File: src/irqf_defs.vh
// register offsets, field positions and reset values for the irq flag block
`ifndef IRQF_DEFS_VH
`define IRQF_DEFS_VH

`define IRQF_ADDR_W          16
`define IRQF_OFS_SRC_FIRST   16'h00F4
`define IRQF_OFS_SRC_LAST    16'h00FB
`define IRQF_OFS_RX_FLAGS_A  16'h00F9
`define IRQF_OFS_CHAN_FLAGS  16'h00FA
`define IRQF_OFS_ENABLE_A    16'h0102
`define IRQF_OFS_ENABLE_B    16'h0103
`define IRQF_ENABLE_RESET    8'h00
`define IRQF_FLAG_RESET      8'h00
`define IRQF_UNMAPPED_DATA   8'h00

// rx_event_flags_a bit positions
`define IRQF_A_RX_TIMEOUT    7
`define IRQF_A_RX_LEVEL      6
`define IRQF_A_FRAME_DONE    5
`define IRQF_A_LEN_FILTER    4
`define IRQF_A_RX_BEGIN      3
`define IRQF_A_PREAMBLE      2
`define IRQF_A_CARRIER       1
`define IRQF_A_GAIN          0

// channel_access_event_flags bit positions
`define IRQF_C_RX_LEVEL      7
`define IRQF_C_FRAME_DONE    6
`define IRQF_C_LEN_FILTER    5
`define IRQF_C_RX_BEGIN      4
`define IRQF_C_CHECK_LIMIT   3
`define IRQF_C_CLEAR_CANCEL  2
`define IRQF_C_CHECK_DONE    1
`define IRQF_C_BACKOFF_DONE  0

`endif

File: src/irqf_source_flags.v
// interrupt source flag registers five and six with read-to-clear and pin
//
// Summary of operation
// - a flag is set when its event occurs while its enable bit is one.
// - a host read clears only those flag bits that the read returned as one.
// - host writes to the flag registers are ignored; the host clears by reading.
// - flag contents after reset carry no promised value.
// - register five holds rx timeout, rx level, frame done, length filter in 7..4.
// - register five holds rx begin, preamble, carrier, gain settled in 3..0.
// - register six holds rx level, frame done, length filter, rx begin in 7..4.
// - register six holds check limit, clear/cancel, check done, backoff in 3..0.
// - enable bits gate each request onto the interrupt pin and reset to zero.
`timescale 1ns/1ps
`include "irqf_defs.vh"

module irqf_source_flags #(
    parameter ADDR_W = `IRQF_ADDR_W
) (
    input  wire              clk,            // 50 MHz device clock
    input  wire              rst,            // async reset, active high
    input  wire              hostSelectLow,  // serial select, active low
    input  wire              regRdStb,       // one-cycle read strobe
    input  wire              regWrStb,       // one-cycle write strobe
    input  wire [ADDR_W-1:0] regAddr,        // register address
    input  wire [7:0]        regWrData,      // write data
    input  wire [7:0]        rxEventsA,      // pulses for register five
    input  wire [7:0]        chanEvents,     // pulses for register six
    input  wire              otherFlagsActive, // enabled flags of regs 0-4,7
    output reg  [7:0]        regRdData,      // read data, registered
    output reg               regRdValid,     // read data valid pulse
    output reg               irqPinZero      // interrupt pin, active high
);

    // ------------------------------------------------------------------
    // state
    // ------------------------------------------------------------------
    reg [7:0] rxEventFlagsA_ff;
    reg [7:0] chanAccessFlags_ff;
    reg [7:0] enableA_ff;
    reg [7:0] enableB_ff;

    reg [7:0] nxt_rxEventFlagsA;
    reg [7:0] nxt_chanAccessFlags;
    reg [7:0] nxt_regRdData;
    reg       nxt_irqPin;

    // ------------------------------------------------------------------
    // helper functions
    // ------------------------------------------------------------------
    // address match qualified by an accepted strobe
    function hitAddr;
        input              act;
        input [ADDR_W-1:0] a;
        input [ADDR_W-1:0] target;
        begin
            hitAddr = act & (a == target);
        end
    endfunction

    // clear only the ones that this read hands back to the host
    function [7:0] clearSeen;
        input       rdHit;
        input [7:0] cur;
        input [7:0] ret;
        begin
            if (rdHit) begin
                clearSeen = cur & ~ret;
            end else begin
                clearSeen = cur;
            end
        end
    endfunction

    // set wins over a clear in the same cycle; disabled events are dropped
    function [7:0] setEnabled;
        input [7:0] base;
        input [7:0] ev;
        input [7:0] en;
        begin
            setEnabled = base | (ev & en);
        end
    endfunction

    function anyEnabled;
        input [7:0] fl;
        input [7:0] en;
        begin
            anyEnabled = |(fl & en);
        end
    endfunction

    // ------------------------------------------------------------------
    // access decode
    // ------------------------------------------------------------------
    // neighbour source registers read as zero here; their flags arrive
    // only as the otherFlagsActive level
    wire selActive = ~hostSelectLow;
    wire rdAct     = regRdStb & selActive;
    wire wrAct     = regWrStb & selActive;
    wire rdFlagsA  = hitAddr(rdAct, regAddr, `IRQF_OFS_RX_FLAGS_A);
    wire rdChan    = hitAddr(rdAct, regAddr, `IRQF_OFS_CHAN_FLAGS);
    wire wrEnA     = hitAddr(wrAct, regAddr, `IRQF_OFS_ENABLE_A);
    wire wrEnB     = hitAddr(wrAct, regAddr, `IRQF_OFS_ENABLE_B);

    // ------------------------------------------------------------------
    // read mux
    // ------------------------------------------------------------------
    function [7:0] readMux;
        input [ADDR_W-1:0] a;
        input [7:0]        fa;
        input [7:0]        fc;
        input [7:0]        ea;
        input [7:0]        eb;
        begin
            case (a)
                `IRQF_OFS_RX_FLAGS_A: readMux = fa;
                `IRQF_OFS_CHAN_FLAGS: readMux = fc;
                `IRQF_OFS_ENABLE_A:   readMux = ea;
                `IRQF_OFS_ENABLE_B:   readMux = eb;
                default:              readMux = `IRQF_UNMAPPED_DATA;
            endcase
        end
    endfunction

    // ------------------------------------------------------------------
    // flag update
    // ------------------------------------------------------------------
    // the value returned is the pre-clear value, so only ones seen get
    // cleared; an event in the same cycle wins and is kept for next read
    // writes never reach the flags
    always @* begin
        nxt_rxEventFlagsA = setEnabled(
            clearSeen(rdFlagsA, rxEventFlagsA_ff, rxEventFlagsA_ff),
            rxEventsA, enableA_ff);
    end

    always @* begin
        nxt_chanAccessFlags = setEnabled(
            clearSeen(rdChan, chanAccessFlags_ff, chanAccessFlags_ff),
            chanEvents, enableB_ff);
    end

    // ------------------------------------------------------------------
    // read data select
    // ------------------------------------------------------------------
    always @* begin
        nxt_regRdData = regRdData;
        if (rdAct) begin
            nxt_regRdData = readMux(regAddr, rxEventFlagsA_ff,
                                    chanAccessFlags_ff, enableA_ff,
                                    enableB_ff);
        end
    end

    // ------------------------------------------------------------------
    // interrupt pin select
    // ------------------------------------------------------------------
    // pin stays up across a burst until every enabled flag has gone
    always @* begin
        nxt_irqPin = anyEnabled(nxt_rxEventFlagsA, enableA_ff)
                   | anyEnabled(nxt_chanAccessFlags, enableB_ff)
                   | otherFlagsActive;
    end

    // ------------------------------------------------------------------
    // flag registers
    // ------------------------------------------------------------------
    // flags get a zero reset for simulation hygiene only; nothing may rely
    // on it
    always @(posedge clk or posedge rst) begin
        if (rst) begin
            rxEventFlagsA_ff   <= `IRQF_FLAG_RESET;
            chanAccessFlags_ff <= `IRQF_FLAG_RESET;
        end else begin
            rxEventFlagsA_ff   <= nxt_rxEventFlagsA;
            chanAccessFlags_ff <= nxt_chanAccessFlags;
        end
    end

    // ------------------------------------------------------------------
    // enable registers
    // ------------------------------------------------------------------
    always @(posedge clk or posedge rst) begin
        if (rst) begin
            enableA_ff <= `IRQF_ENABLE_RESET;
            enableB_ff <= `IRQF_ENABLE_RESET;
        end else begin
            if (wrEnA) begin
                enableA_ff <= regWrData;
            end
            if (wrEnB) begin
                enableB_ff <= regWrData;
            end
        end
    end

    // ------------------------------------------------------------------
    // read port
    // ------------------------------------------------------------------
    always @(posedge clk or posedge rst) begin
        if (rst) begin
            regRdData  <= 8'h00;
            regRdValid <= 1'b0;
        end else begin
            regRdData  <= nxt_regRdData;
            regRdValid <= rdAct;
        end
    end

    // ------------------------------------------------------------------
    // interrupt pin
    // ------------------------------------------------------------------
    always @(posedge clk or posedge rst) begin
        if (rst) begin
            irqPinZero <= 1'b0;
        end else begin
            irqPinZero <= nxt_irqPin;
        end
    end

endmodule

File: config.mk
export PLATFORM = sky130hd
export DESIGN_NAME = irqf_source_flags
export DESIGN_NICKNAME = d
export VERILOG_FILES = /design/src/irqf_source_flags.v
export VERILOG_INCLUDE_DIRS = /design/src
export SDC_FILE = /design/constraint.sdc
export NUM_CORES = 1
export LEC_CHECK = 0
export ABC_CLOCK_PERIOD_IN_PS = 3500
export BUFFER_PORTS_ARGS = -buffer_cell sky130_fd_sc_hd__buf_4
export CAP_MARGIN = 20
export CORE_MARGIN = 5
export CORE_UTILIZATION = 58
export CTS_BUF_LIST = sky130_fd_sc_hd__clkbuf_8
export CTS_CLUSTER_SIZE = 10
export DETAILED_ROUTE_END_ITERATION = 7
export HOLD_SLACK_MARGIN = 0.1
export PLACE_DENSITY = 0.95
export SYNTH_ARGS = -nofsm -noshare
export SYNTH_HDL_FRONTEND = slang
export SYNTH_SLANG_ARGS = --single-unit
File: constraint.sdc
create_clock -name clk -period 3.5 [get_ports clk]
set_clock_uncertainty 0.2 [all_clocks]
set_input_delay 0.175 -clock clk [delete_from_list [all_inputs] [get_ports clk]]
set_output_delay 0.175 -clock clk [all_outputs]
set_load 0.02 [all_outputs]
==> summary.md <==
| Metric | Value |
|---|---|
| Tcrit/Tclk final | `62.1%` |
| Yosys top cell area share | `53.3%` |
| Number of flops mapped to enable cells by yosys | `0` |
| Die area | `0.00467 mm²` |
| Mapped cell area | `approximately 0.0020 mm²` |
| Placed insts | `about 260` |
| Worst rel slew slack | `60.0%` |
| Net Count, Synth | `207` |
| Synth warn | `0` |
| Syn-to-layout area delta | `41.6%` |
| CP startpoint kind | `primary input` |
| Final Instance Area | `0.00279 mm²` |
| Mean Syn Cell Area | `around 12 µm²` |
| Final non-filler cell total | `293` |
| Status | `finished clean` |
| ANT nets after route | `0` |
| Ant. Diodes | `0` |
| Largest cells by area after synthesis | `dfrtp_1 (53%), a22o_1 (12%), mux2_2 (8.6%)` |
| Worst-path clk slew | `0.08 ns` |
| CTS tree | `done` |
| IO buf count | `55` |
| Final Hold Fails | `0` |
| Max Freq | `0.460 GHz` |
| Post-synth cell types | `30` |
| First-pass GRT wire length | `9790 µm` |
| CP Max Fanout | `13` |
| DRT Wirelength | `between 6000 and 7000 µm` |
| Via count | `1,934` |
| Finish-stage setup viols | `0` |
| CP required | `~3.5 ns` |
| Fill count | `187` |
| Max-cap violations | `0` |
| Measured slew at the worst slew-check pin | `0.598 ns` |
| P per Cell Area | `317 mW/mm²` |
| DP Wirelength | `~4200 µm` |
| CTS Root Cell | `clkbuf_8` |
| Core area | `about 0.0033 mm²` |
| Min-Delay Path Class | `in2reg` |
| Met3 Use GR | `7.06%` |
| Global Route Usage Sum | `29.4%` |
| 1st-pass router iterations | `7` |
| Ys async rst share | `100%` |
| Synth area leader | `dfrtp_1` |
| Multi-input logic area | `886 µm²` |
| Top_reg_cell synth | `dfrtp_1` |
| Setup CP Type | `in2reg` |
| Hold WS | `0.287 ns` |
| CP endpoint kind | `flop` |
| Die Y | `68.3 µm` |
| Clk_lat worst skew | `0.30 ns` |
| Final TNS setup | `0 ns` |
| Htree depth | `2` |
| Post-synthesis sequential area ratio | `53.3%` |
| GR Overflow Total | `0` |
| Grt met1 use | `33.5%` |
| Register Area | `0.00105 mm²` |
| GRT met2 Usage | `50.3%` |
| DR vias/cell | `6.60` |
| Routability cong. | `0.933` |
| Layout Nets | `approximately 300` |
| Cells after synthesis | `161` |
| Iter 0 DRT Violations | `235` |
| P_leak | `0.00132 µW` |
| Worst-case clock buffer depth | `2` |
| Setup Fix Bufs, Post-CTS | `0` |
| Share of layout cells above drive strength 1 | `35.6%` |
| VDD IR max | `0.000324 V` |
| Vias in the first global route | `2,014` |
| Die Span X | `68.3 µm` |
| Rows | `21` |
| Post-route minimum period | `between 2 and 2.5 ns` |
| Number of synthesized register bits | `42` |
| Unrepaired setup endpoints after global routing | `false` |
| Fin. max-slew vios | `0` |
| DRC violation count after routing | `0` |
| Pin count of the biggest net entering global routing | `30` |
| Worst EP arrival | `2.15 ns` |
| Number of sinks on the clock net | `42` |
| Synth top cells by count | `dfrtp_1 (42), a22o_1 (26), mux2_2 (15)` |
| Fin util | `84.4%` |
| WL/cell | `roughly 22 µm` |
| Initial Util | `59.6%` |
| Busiest grt layer | `met2` |
| Count leader, synth | `dfrtp_1` |
| Top-Level Pins | `56` |
| Area after DPL | `0.00244 mm²` |
| CTS buffer count | `5` |
| Initial antenna violation count | `0` |
per-stage QoR:
| step | setup WS [ns] | power (µW) |
|---|---|---|
| after global placement | 1.09 | 569 |
| after floorplan | 1.53 | 518 |
| after detailed placement | 1.06 | 571 |
| after global routing | 1.24 | 912 |
| final | 1.33 | 885 |
| after CTS | 1.37 | 875 |
timing repair:
action                    CTS  global route
resized for setup           0             0
hold endpoints to repair   61             0
hold buffers               26             0
path summary, 6_finish.rpt:
path                                               from                       endpoint  slack (ns)  cells past startpoint
max                                         regAddr[12]           irqPinZero$_DFF_PP0_        1.33                      7
max reg2reg                anyEnabled.en[2]$_DFFE_PP0P_           irqPinZero$_DFF_PP0_        1.62                      5
max in group asynchronous                           rst  rxEventFlagsA_ff[6]$_DFF_PP0_        2.02                      5
min                                          regAddr[1]  rxEventFlagsA_ff[4]$_DFF_PP0_        0.29                      4
min reg2reg                    regRdData[6]$_DFFE_PP0N_       regRdData[6]$_DFFE_PP0N_        0.29                      2
min in group asynchronous                           rst       regRdData[4]$_DFFE_PP0N_        0.30                      3
flip-flops by register name, indices dropped and copies added (netlist names):
name                flops
regRdValid              1
rxEventFlagsA_ff        8
anyEnabled.en           8
chanAccessFlags_ff      8
enableA_ff              8
regRdData               8
irqPinZero              1
critical path, cell delays in order:
cell,delay (ns)
buf_4,0.11
or4_4,0.55
nor4_4,0.27
buf_4,0.23
nand3_1,0.36
a31oi_1,0.33
nand4_1,0.11
routing by layer:
layer	wire, µm	vias up
met5	0	-
met4	315	0
met3	518	39
met2	3160	130
met1	2330	940
li1	-	825
layout by cell type, fill, tap and decap left out, drive strengths merged:
cell / count
o21ai: 10
a221oi: 2
nand3: 6
dfrtp: 42
and4: 2
a222oi: 10
inv: 3
nor4: 2
buf: 59
a31oi: 4
nand2: 12
mux2: 16
nand4: 1
dlygate4sd3: 26
a22oi: 5
nand4b: 1
clkbuf: 5
a311oi: 1
nand2b: 1
a211oi: 1
a21oi: 1
nor2b: 2
nor3b: 2
a22o: 26
clkinvlp: 1
or4: 1
or3: 1
nor2: 4
kinds of logic (layout without fill, tap and decap cells):
kind of cell	Yosys count	after routing	synth area share, %
compound gates	60	60	24.3
flops	42	42	53.3
simple gates	35	35	11.5
buf+inv	8	94	1.78
mux	16	16	9.14
layout make-up:
class / count / area share [%]
sequential: 42 / 37.6
multi-input combinational: 111 / 31.7
timing repair buffer: 85 / 25.4
clock buffer: 5 / 2.46
tap: 46 / 2.06
clock inverter: 2 / 0.403
inverter: 2 / 0.269
report_power, final:
part / internal, µW / switching (µW) / total, µW / leakage [µW]
combinational: 59.8 / 41.0 / 101 / 0.000696
sequential: 486 / 0.851 / 487 / 0.000584
clock: 134 / 163 / 297 / 0.0000414
Power figures use the tool's default switching activity.
